<file path="config.mk">
export PLATFORM = sky130hd
export DESIGN_NAME = opcode_page_and_operand_decoder
export DESIGN_NICKNAME = d
export VERILOG_FILES = /design/src/opdec_pkg.sv /design/src/ea_if.sv /design/src/opcode_page_and_operand_decoder.sv /design/src/ea_adder.sv
export VERILOG_INCLUDE_DIRS = /design/src /design/src/src
export SDC_FILE = /design/constraint.sdc
export NUM_CORES = 1
export LEC_CHECK = 0
export BUFFER_PORTS_ARGS = -buffer_cell sky130_fd_sc_hd__buf_2
export CAP_MARGIN = 10
export CORE_UTILIZATION = 55
export DETAILED_ROUTE_END_ITERATION = 8
export PLACE_DENSITY = 0.9
export SLEW_MARGIN = 30
export SYNTH_ARGS = -nofsm -noshare
export SYNTH_HDL_FRONTEND = slang
export SYNTH_SLANG_ARGS = --single-unit
</file>
<file path="constraint.sdc">
create_clock -name SYS_CLK -period 3.9 [get_ports SYS_CLK]
set_input_delay 0.39 -clock SYS_CLK [delete_from_list [all_inputs] [get_ports SYS_CLK]]
set_output_delay 0.39 -clock SYS_CLK [all_outputs]
set_load 0.02 [all_outputs]
</file>
<file path="src/opdec_consts.svh">
// Constants for the opcode page and operand decoder
`ifndef OPDEC_CONSTS_SVH
`define OPDEC_CONSTS_SVH
`define PREFIX_PAGE2 8'h18
`define PREFIX_PAGE3 8'h1a
`define PREFIX_PAGE4 8'hcd
`define PAGE_ONE 2'h0
`define PAGE_TWO 2'h1
`define PAGE_THREE 2'h2
`define PAGE_FOUR 2'h3
`define ZERO_PAGE_HIGH 8'h00
`define PC_RESET 16'h0000
`define Y_EXTRA_CYCLES 1
`endif

</file>
<file path="src/opdec_pkg.sv">
// Types shared by the decoder modules
`include "opdec_consts.svh"
package opdec_pkg;
  // Operand modes as presented by the datapath
  typedef enum logic [2:0] {
    literal_operand_mode = 3'b000,
    zero_page_mode = 3'b001,
    full_address_mode = 3'b010,
    x_offset_mode = 3'b011,
    y_offset_mode = 3'b100,
    register_only_mode = 3'b101,
    branch_offset_mode = 3'b110
  } mode_t;
  // Decoder sequence
  typedef enum logic [2:0] {
    ST_FIRST = 3'b000,
    ST_OPCODE = 3'b001,
    ST_MODE = 3'b010,
    ST_OPERAND = 3'b011,
    ST_YSTALL = 3'b100,
    ST_FINISH = 3'b101
  } state_t;
endpackage : opdec_pkg

</file>
<file path="src/ea_if.sv">
// Carrier between the decoder and its address adder
`timescale 1ns/1ps
interface ea_if;
  logic [15:0] base;
  logic [7:0] offset;
  logic sign_ext;
  logic [15:0] sum;
  modport requester (output base, output offset, output sign_ext, input sum);
  modport adder (input base, input offset, input sign_ext, output sum);
endinterface : ea_if

</file>
<file path="src/opcode_page_and_operand_decoder.sv">
// Opcode page prefix recogniser and operand address former
`timescale 1ns/1ps
`include "opdec_consts.svh"
module opcode_page_and_operand_decoder (
  input wire logic SYS_CLK,
  input wire logic RST,
  input wire logic FETCH_VALID,
  input wire logic [7:0] FETCH_BYTE,
  output logic FETCH_READY,
  input wire logic PC_LOAD,
  input wire logic [15:0] PC_IN,
  input wire logic [15:0] IX_VAL,
  input wire logic [15:0] IY_VAL,
  output logic OP_VALID,
  output logic [7:0] OP_CODE,
  output logic [1:0] OP_PAGE,
  input wire logic MODE_VALID,
  input wire logic [2:0] MODE_SEL,
  input wire logic LIT_WIDE,
  input wire logic BRANCH_TAKEN,
  output logic DEC_DONE,
  output logic [2:0] DEC_MODE,
  output logic [15:0] EFF_ADDR,
  output logic [15:0] OPERAND,
  output logic MEM_ACCESS,
  output logic [2:0] INSTR_LEN,
  output logic [15:0] PC_OUT
);
  ea_if ea ();
  ea_adder u_adder (.bus(ea));

  opdec_pkg::state_t state_q, state_d;
  opdec_pkg::mode_t mode_q, mode_d;
  logic ready_q, ready_d;
  logic opv_q, opv_d;
  logic [7:0] opc_q, opc_d;
  logic [1:0] page_q, page_d;
  logic done_q, done_d;
  logic [15:0] ea_q, ea_d;
  logic [15:0] opnd_q, opnd_d;
  logic mem_q, mem_d;
  logic [2:0] len_q, len_d;
  logic [15:0] pc_q, pc_d;
  logic [1:0] need_q, need_d;
  logic take;
  logic [1:0] need_now;

  assign take = FETCH_VALID & ready_q;

  // Adder operand selection
  always_comb begin
    ea.offset = opnd_q[7:0];
    ea.sign_ext = (mode_q == opdec_pkg::branch_offset_mode);
    case (mode_q)
      opdec_pkg::x_offset_mode: ea.base = IX_VAL;
      opdec_pkg::y_offset_mode: ea.base = IY_VAL;
      default: ea.base = pc_q;
    endcase
  end

  // Operand byte count for the mode just given
  always_comb begin
    case (opdec_pkg::mode_t'(MODE_SEL))
      opdec_pkg::literal_operand_mode: need_now = LIT_WIDE ? 2'd2 : 2'd1;
      opdec_pkg::zero_page_mode: need_now = 2'd1;
      opdec_pkg::full_address_mode: need_now = 2'd2;
      opdec_pkg::x_offset_mode: need_now = 2'd1;
      opdec_pkg::y_offset_mode: need_now = 2'd1;
      opdec_pkg::branch_offset_mode: need_now = 2'd1;
      default: need_now = 2'd0;
    endcase
  end

  // Next state and outputs
  always_comb begin
    state_d = state_q;
    mode_d = mode_q;
    opv_d = 1'b0;
    opc_d = opc_q;
    page_d = page_q;
    done_d = 1'b0;
    ea_d = ea_q;
    opnd_d = opnd_q;
    mem_d = mem_q;
    len_d = len_q;
    need_d = need_q;
    pc_d = take ? pc_q + 16'h0001 : pc_q;
    case (state_q)
      opdec_pkg::ST_FIRST: begin
        if (take) begin
          opnd_d = 16'h0000;
          len_d = 3'd1;
          if (FETCH_BYTE == `PREFIX_PAGE2) begin
            page_d = `PAGE_TWO;
            state_d = opdec_pkg::ST_OPCODE;
          end else if (FETCH_BYTE == `PREFIX_PAGE3) begin
            page_d = `PAGE_THREE;
            state_d = opdec_pkg::ST_OPCODE;
          end else if (FETCH_BYTE == `PREFIX_PAGE4) begin
            page_d = `PAGE_FOUR;
            state_d = opdec_pkg::ST_OPCODE;
          end else begin
            page_d = `PAGE_ONE;
            opc_d = FETCH_BYTE;
            opv_d = 1'b1;
            state_d = opdec_pkg::ST_MODE;
          end
        end
      end
      opdec_pkg::ST_OPCODE: begin
        // Only the byte right after a prefix is decoded on that page
        if (take) begin
          opc_d = FETCH_BYTE;
          opv_d = 1'b1;
          len_d = len_q + 3'd1;
          state_d = opdec_pkg::ST_MODE;
        end
      end
      opdec_pkg::ST_MODE: begin
        if (MODE_VALID) begin
          mode_d = opdec_pkg::mode_t'(MODE_SEL);
          if (MODE_SEL > 3'b110) begin
            mode_d = opdec_pkg::register_only_mode;
          end
          need_d = need_now;
          len_d = len_q + {1'b0, need_now};
          if (need_now != 2'd0) begin
            state_d = opdec_pkg::ST_OPERAND;
          end else begin
            state_d = opdec_pkg::ST_FINISH;
          end
        end
      end
      opdec_pkg::ST_OPERAND: begin
        if (take) begin
          opnd_d = {opnd_q[7:0], FETCH_BYTE};
          need_d = need_q - 2'd1;
          if (need_q == 2'd1) begin
            if (mode_q == opdec_pkg::y_offset_mode) begin
              state_d = opdec_pkg::ST_YSTALL;
            end else begin
              state_d = opdec_pkg::ST_FINISH;
            end
          end
        end
      end
      opdec_pkg::ST_YSTALL: begin
        state_d = opdec_pkg::ST_FINISH;
      end
      opdec_pkg::ST_FINISH: begin
        done_d = 1'b1;
        mem_d = 1'b1;
        ea_d = 16'h0000;
        case (mode_q)
          opdec_pkg::literal_operand_mode: mem_d = 1'b0;
          opdec_pkg::zero_page_mode: ea_d = {`ZERO_PAGE_HIGH, opnd_q[7:0]};
          opdec_pkg::full_address_mode: ea_d = opnd_q;
          opdec_pkg::x_offset_mode: ea_d = ea.sum;
          opdec_pkg::y_offset_mode: ea_d = ea.sum;
          opdec_pkg::branch_offset_mode: begin
            mem_d = 1'b0;
            ea_d = BRANCH_TAKEN ? ea.sum : pc_q;
            pc_d = BRANCH_TAKEN ? ea.sum : pc_q;
          end
          default: mem_d = 1'b0;
        endcase
        page_d = `PAGE_ONE;
        state_d = opdec_pkg::ST_FIRST;
      end
      default: state_d = opdec_pkg::ST_FIRST;
    endcase
    if (PC_LOAD) begin
      pc_d = PC_IN;
    end
    ready_d = (state_d == opdec_pkg::ST_FIRST) || (state_d == opdec_pkg::ST_OPCODE)
           || ((state_d == opdec_pkg::ST_OPERAND) && (need_d != 2'd0));
  end

  // State registers
  always_ff @(posedge SYS_CLK) begin
    if (RST) begin
      state_q <= opdec_pkg::ST_FIRST;
      mode_q <= opdec_pkg::register_only_mode;
      ready_q <= 1'b0;
      opv_q <= 1'b0;
      opc_q <= 8'h00;
      page_q <= `PAGE_ONE;
      done_q <= 1'b0;
      ea_q <= 16'h0000;
      opnd_q <= 16'h0000;
      mem_q <= 1'b0;
      len_q <= 3'd0;
      pc_q <= `PC_RESET;
      need_q <= 2'd0;
    end else begin
      state_q <= state_d;
      mode_q <= mode_d;
      ready_q <= ready_d;
      opv_q <= opv_d;
      opc_q <= opc_d;
      page_q <= page_d;
      done_q <= done_d;
      ea_q <= ea_d;
      opnd_q <= opnd_d;
      mem_q <= mem_d;
      len_q <= len_d;
      pc_q <= pc_d;
      need_q <= need_d;
    end
  end

  // Outputs straight from flops
  assign FETCH_READY = ready_q;
  assign OP_VALID = opv_q;
  assign OP_CODE = opc_q;
  assign OP_PAGE = page_q;
  assign DEC_DONE = done_q;
  assign DEC_MODE = mode_q;
  assign EFF_ADDR = ea_q;
  assign OPERAND = opnd_q;
  assign MEM_ACCESS = mem_q;
  assign INSTR_LEN = len_q;
  assign PC_OUT = pc_q;
endmodule : opcode_page_and_operand_decoder

</file>
<file path="src/ea_adder.sv">
// Effective address adder, 16-bit wrap
`timescale 1ns/1ps
module ea_adder (
  ea_if.adder bus
);
  logic [15:0] ext_off;
  // Zero or sign extend the offset byte
  always_comb begin
    ext_off = {{8{bus.sign_ext & bus.offset[7]}}, bus.offset};
    bus.sum = bus.base + ext_off;
  end
endmodule : ea_adder

</file>
==> results of run 1 <==
[layer usage]
| layer | share of wire | GRT usage | routed length [um] | vias to the layer above |
|---|---|---|---|---|
| li1 | - | - | - | 3028 |
| met1 | 0.42 | 0.480 | 8030 | 2948 |
| met2 | 0.41 | 0.502 | 7860 | 474 |
| met3 | 0.14 | 0.101 | 2600 | 43 |
| met4 | 0.023 | 0.105 | 444 | 0 |
| met5 | 0 | 0 | 0 | - |
[through the flow]
stage	hold slack [ps]	instance area [um^2]	setup WS (ps)	total power, mW	utilization
floorplan	499	5730	364	1.08	-
global placement	472	6340	627	1.20	0.640
detailed placement	481	6340	545	1.20	0.640
CTS	236	6580	514	1.91	0.664
global route	260	6580	251	1.99	0.664
finish	232	6580	459	1.92	0.664
[cell usage in the layout (no fill, tap or decap), types with 12 or more instances in the layout]
master,synthesis,layout
nand2_1,76,76
ha_1,20,20
a21oi_1,51,51
a22o_1,15,15
buf_4,1,12
a22oi_1,39,39
buf_2,12,133
nor2_1,69,69
mux2i_1,14,14
nor3_1,23,23
o21ai_0,48,48
dfxtp_1,73,72
nand3_1,22,22
o31ai_1,17,17
inv_1,37,37
[sequential cells by signal, summed over array words and instances, names as in the netlist]
name         flops
DEC_DONE         1
FETCH_READY      1
OP_CODE          8
PC_OUT          16
OP_VALID         1
EFF_ADDR        16
DEC_MODE         3
need_q           2
MEM_ACCESS       1
OP_PAGE          2
state_q          3
INSTR_LEN        3
OPERAND         16
[where the power goes]
part / switching (mW) / total (mW) / internal (mW)
clock network: 0.346 / 0.721 / 0.374
registers: 0.0429 / 0.812 / 0.769
logic: 0.240 / 0.383 / 0.143
total: 0.630 / 1.92 / 1.29
[area by class of cell]
class | count | area, um^2 | share of cell area
clock buffers | 9 | 124 | 0.0188
clock inverters | 7 | 108 | 0.0164
inverters | 38 | 143 | 0.0217
multi-input cells | 590 | 3820 | 0.580
flip-flops and latches | 73 | 1460 | 0.222
well taps | 133 | 166 | 0.0253
repair buffers | 145 | 756 | 0.115
[worst max-delay path, delay by kind of cell, from the launching register on]
kind	cells	cell delay, ps
adders and majority gates	2	610
DFF	1	370
buffers and inverters	3	640
AOI/OAI and AO/OA	4	980
and+or+nand+nor	4	710
[cell families after synthesis]
kind of cell / after synthesis / synth area share
adders and majority gates: 22 / 0.0507
xor gates and xnor gates: 10 / 0.0153
AOI/OAI and AO/OA: 274 / 0.335
muxes: 15 / 0.0264
DFF: 73 / 0.255
and+or+nand+nor: 269 / 0.239
buffers and inverters: 95 / 0.0780
[worst min path at each step]
stage | endpoint | cells past startpoint | slack [ps]
after global routing | PC_OUT[12]$_SDFF_PP0_ | 2 | 260
final | PC_OUT[12]$_SDFF_PP0_ | 2 | 230
after detailed placement | OP_CODE[2]$_SDFFE_PP0P_ | 2 | 480
after global placement | OP_CODE[2]$_SDFFE_PP0P_ | 2 | 470
after floorplan | PC_OUT[7]$_SDFF_PP0_ | 2 | 500
after CTS | PC_OUT[12]$_SDFF_PP0_ | 2 | 240
==> impl_metrics.yaml, run 1 <==
run_status:
  status: "complete, no violations"
layout:
  fin_nets: 945
  drive_gt1_frac: 0.211
  area_delta_synth_final_pct: 14.9
  antenna_cells: 0
  finalNonFillerCells: 995
  nFillCells: 873
floorplanning:
  initial_core_util: 0.578
  die_h_um: 104
  io_pins: 134
  rows: 36
  die_w_um: 104
  die_area_um2: 10800
  coreArea_um2: 9910
logic_synthesis:
  synth_ff_type: "dfxtp_1"
  synth_edf_count: 0
  yosysTopAreaCell: "dfxtp_1"
  async_flop_share: 0
  yosysSeqAreaShare: 0.255
  syn_area_um2: 5730
  yosys_warnings: 0
  netlist_top_cells_area: "dfxtp_1 26%, a22oi_1 5.1%, nand2_1 5.0%, nor2_1 4.5%, a21oi_1 4.5%"
  synthesis.nets: 846
  synth_common_cells: "76 x nand2_1, 73 x dfxtp_1, 69 x nor2_1, 51 x a21oi_1, 48 x o21ai_0"
  ys_seq_elements: 73
  synth_top_area_share: 0.255
  synth_cells: 758
  synth_most_common_cell: "nand2_1"
  yosysUniqueCellTypes: 86
  avgSynthCellArea_um2: 7.55
place:
  port_buffers: 133
  dp_cells: 979
  place_hpwl_um: 14100
  gp_congestion: 0.991
hold_path:
  hp-class: "input port to register"
  hold_start: "PC_IN[12]"
cts:
  cts-root-buf: "clkbuf_8"
  clk_latency_ps: 360
  post-cts-setup-buffers: 0
  ctsHtreeMaxLevel: 3
  clk_pin_slew_ps: 100
  cts_buffers: 9
  hold_buffers: 0
  post_cts_resized: 0
  cts_tree: "yes"
  cts_buffer_depth: 2
  cts.sinks: 73
worst_setup_path:
  startpoint_type: "register"
  worstPathArrival_ps: 3680
  worstPathMaxFanout: 37
  crit_slowest_cell: "fa_1"
  path_cells: "buf_4 > nor2_1 > buf_4 > o31ai_1 > ha_1 > inv_1 > fa_1 > nand3b_1 > a211o_1 > a21oi_1 > o21ai_0 > nand2_1 > or3b_1"
  slowest_delay_ps: 390
  crit_top_cell: "buf_4"
  crit_path_start: "DEC_MODE[0]$_SDFFE_PP1P_"
  cp-end-kind: "register"
  r2r_end: "EFF_ADDR[10]$_SDFFE_PP0P_"
  regToRegSetupSlack_ps: 460
  r2r_start: "DEC_MODE[0]$_SDFFE_PP1P_"
  timing.critical_path.to: "EFF_ADDR[10]$_SDFFE_PP0P_"
  cp.required_ps: 4140
  rr_worst_depth: 13
  path_class: "register to register"
global_route:
  grt_max_degree: 50
  grt_antenna_before_repair: 0
  grt_pass1_vias: 5741
  grt_use_total: 0.342
  grt_overflow: 0
  grt_pass1_wl_um: 30000
power_and_ir_drop:
  p_leak_nw: 2.75
  power_density_nw_per_um2: 291
  ir_worst_vdd_v: 0.000254
sta:
  setup_viol: 0
  timing.final.crit_share: 0.882
  finalHoldViolations: 0
  skew_ps: 15.5
  setup_tns_ps: 0
  rsz0062_at_grt: "no"
  fmax_mhz: 291
  fin_crit_ps: 3440
  slew-limit-headroom: 0.369
  tightest_slew_ps: 943
  report.final.slew_viol_count: 0
detailed_routing:
  detail_route.first_pass.iterations: 7
  dr.first_iter.drc_count: 850
  drc: 0
  ant_nets: 0
  drt-vias-per-instance: 6.53
  wl_per_cell_um: 19.0
  drt_wl_total_um: 18900
  vias: 6493
job:
  drv_cap: 0
(Power assumes the default switching activity.)
==> inputs of run 2 (changes only) <==
--- a/config.mk
+++ b/config.mk
@@ -8,10 +8,9 @@
 export LEC_CHECK = 0
 export BUFFER_PORTS_ARGS = -buffer_cell sky130_fd_sc_hd__buf_2
 export CAP_MARGIN = 10
-export CORE_UTILIZATION = 55
+export CORE_UTILIZATION = 45
 export DETAILED_ROUTE_END_ITERATION = 8
-export PLACE_DENSITY = 0.9
-export SLEW_MARGIN = 30
+export PLACE_DENSITY = 0.78
 export SYNTH_ARGS = -nofsm -noshare
 export SYNTH_HDL_FRONTEND = slang
 export SYNTH_SLANG_ARGS = --single-unit
==> run 2 against run 1 <==
Fmax down 4.0%; first-iteration DRC count decreased by 3.2%; sequential share of layout area fell by 0.46 points; worst setup slack worse by 140 ps; hold slack better by 29 ps; critical path type unchanged; clock power increased by 26%; non-clock buffer count rose by 1; critical endpoint unchanged; final cell count rose by 3.6%.
==> impl_metrics.yaml, run 2 (synthesis gave the netlist of run 1 again) <==
global_route:
  grt_pass1_wl_um: 30300
  grt_max_degree: 47
  grt_overflow: 0
  grt_use_total: 0.296
  grt_pass1_vias: 5701
  grt_antenna_before_repair: 0
floorplanning:
  die_area_um2: 13200
  die_w_um: 115
  die_h_um: 115
  initial_core_util: 0.469
  coreArea_um2: 12200
  io_pins: 134
  rows: 40
cts:
  cts_buffer_depth: 2
  post_cts_resized: 0
  clk_latency_ps: 350
  post-cts-setup-buffers: 0
  hold_buffers: 0
  cts-root-buf: "clkbuf_16"
  ctsHtreeMaxLevel: 3
  clk_pin_slew_ps: 70
  cts_buffers: 9
  cts.sinks: 73
  cts_tree: "yes"
layout:
  drive_gt1_frac: 0.211
  final_common_cell: "buf_2"
  final_cell_mix: "133 x buf_2, 76 x nand2_1, 72 x dfxtp_1"
  fin_nets: 946
  finalNonFillerCells: 1031
  area_delta_synth_final_pct: 17.3
  antenna_cells: 0
run_status:
  status: "complete, no violations"
detailed_routing:
  detail_route.first_pass.iterations: 6
  wl_per_cell_um: 18.5
  drt-vias-per-instance: 6.19
  drc: 0
  vias: 6379
  dr.first_iter.drc_count: 823
  drt_wl_total_um: 19100
  ant_nets: 0
power_and_ir_drop:
  p_clk_frac: 0.432
  power_density_nw_per_um2: 314
  p_leak_nw: 2.80
  p_int_mw: 1.48
  p_sw_uw: 629
  swShare: 0.299
  ir_worst_vdd_v: 0.000217
  pwr-share-comb: 0.181
  pwr-share-seq: 0.387
worst_setup_path:
  worstPathMaxFanout: 38
  cp-end-kind: "register"
  startpoint_type: "register"
  cp.required_ps: 4120
  path_class: "register to register"
  worstPathArrival_ps: 3810
sta:
  fmax_mhz: 279
  setup_tns_ps: 0
  setup_viol: 0
  timing.final.crit_share: 0.919
  report.final.slew_viol_count: 0
  tightest_slew_ps: 1020
  slew-limit-headroom: 0.317
  fin_crit_ps: 3590
  rsz0062_at_grt: "no"
  finalHoldViolations: 0
  skew_ps: 12.2
hold_path:
  hp-class: "input port to register"
place:
  port_buffers: 133
  dp_cells: 1015
  gp_congestion: 0.939
  place_hpwl_um: 14500
job:
  drv_cap: 0
[run 2: worst max-delay path, cell delays in order, from the launching register on]
cell	delay, ps
dfxtp_1	330
buf_4	370
nor2_1	200
buf_4	240
o31ai_1	250
ha_1	240
inv_1	60
fa_1	390
nand3b_1	220
a211o_1	320
a21oi_1	260
o21ai_0	150
nand2_1	80
or3b_1	330
[run 2: power by group through the flow]
stage | logic (mW) | clock network, mW | registers, mW
2_1_floorplan | 0.244 | 0 | 0.834
4_1_cts | 0.373 | 0.918 | 0.813
6_report | 0.380 | 0.911 | 0.815
5_1_grt | 0.413 | 0.954 | 0.819
3_3_place_gp | 0.368 | 0 | 0.829
3_5_place_dp | 0.372 | 0 | 0.829
[run 2: layer usage]
metal / track usage / up-vias / routed length [um]
li1: - / 3041 / -
met1: 0.426 / 2952 / 8670
met2: 0.444 / 361 / 7900
met3: 0.0543 / 25 / 2220
met4: 0.100 / 0 / 313
met5: 0 / - / 0
[run 2: area by class of cell]
cell class                 instances  area [um^2]
inverter                          38          143
tap                              168          210
fill                            1216         5500
multi-input combinational        590         3820
clock buffer                      10          229
sequential                        73         1460
timing repair buffer             146          763
clock inverter                     6         91.3
[run 2: through the flow]
stage	setup slack (ps)	util	hold WS, ps	cell area [um^2]	total power, mW
final	314	0.550	261	6720	2.11
after global routing	96.5	0.550	272	6720	2.19
after CTS	384	0.550	255	6720	2.11
after detailed placement	406	0.524	480	6400	1.20
after global placement	497	0.524	468	6400	1.20
after floorplan	364	-	499	5730	1.08
[run 2: worst paths after layout]
| check | from | to | slack [ps] | depth (start not counted) |
|---|---|---|---|---|
| max reg2reg | DEC_MODE[0]$_SDFFE_PP1P_ | EFF_ADDR[10]$_SDFFE_PP0P_ | 310 | 13 |
| min | PC_IN[7] | PC_OUT[7]$_SDFF_PP0_ | 260 | 3 |
| max | DEC_MODE[0]$_SDFFE_PP1P_ | EFF_ADDR[10]$_SDFFE_PP0P_ | 310 | 13 |
| min reg2reg | OP_CODE[1]$_SDFFE_PP0P_ | OP_CODE[1]$_SDFFE_PP0P_ | 490 | 2 |
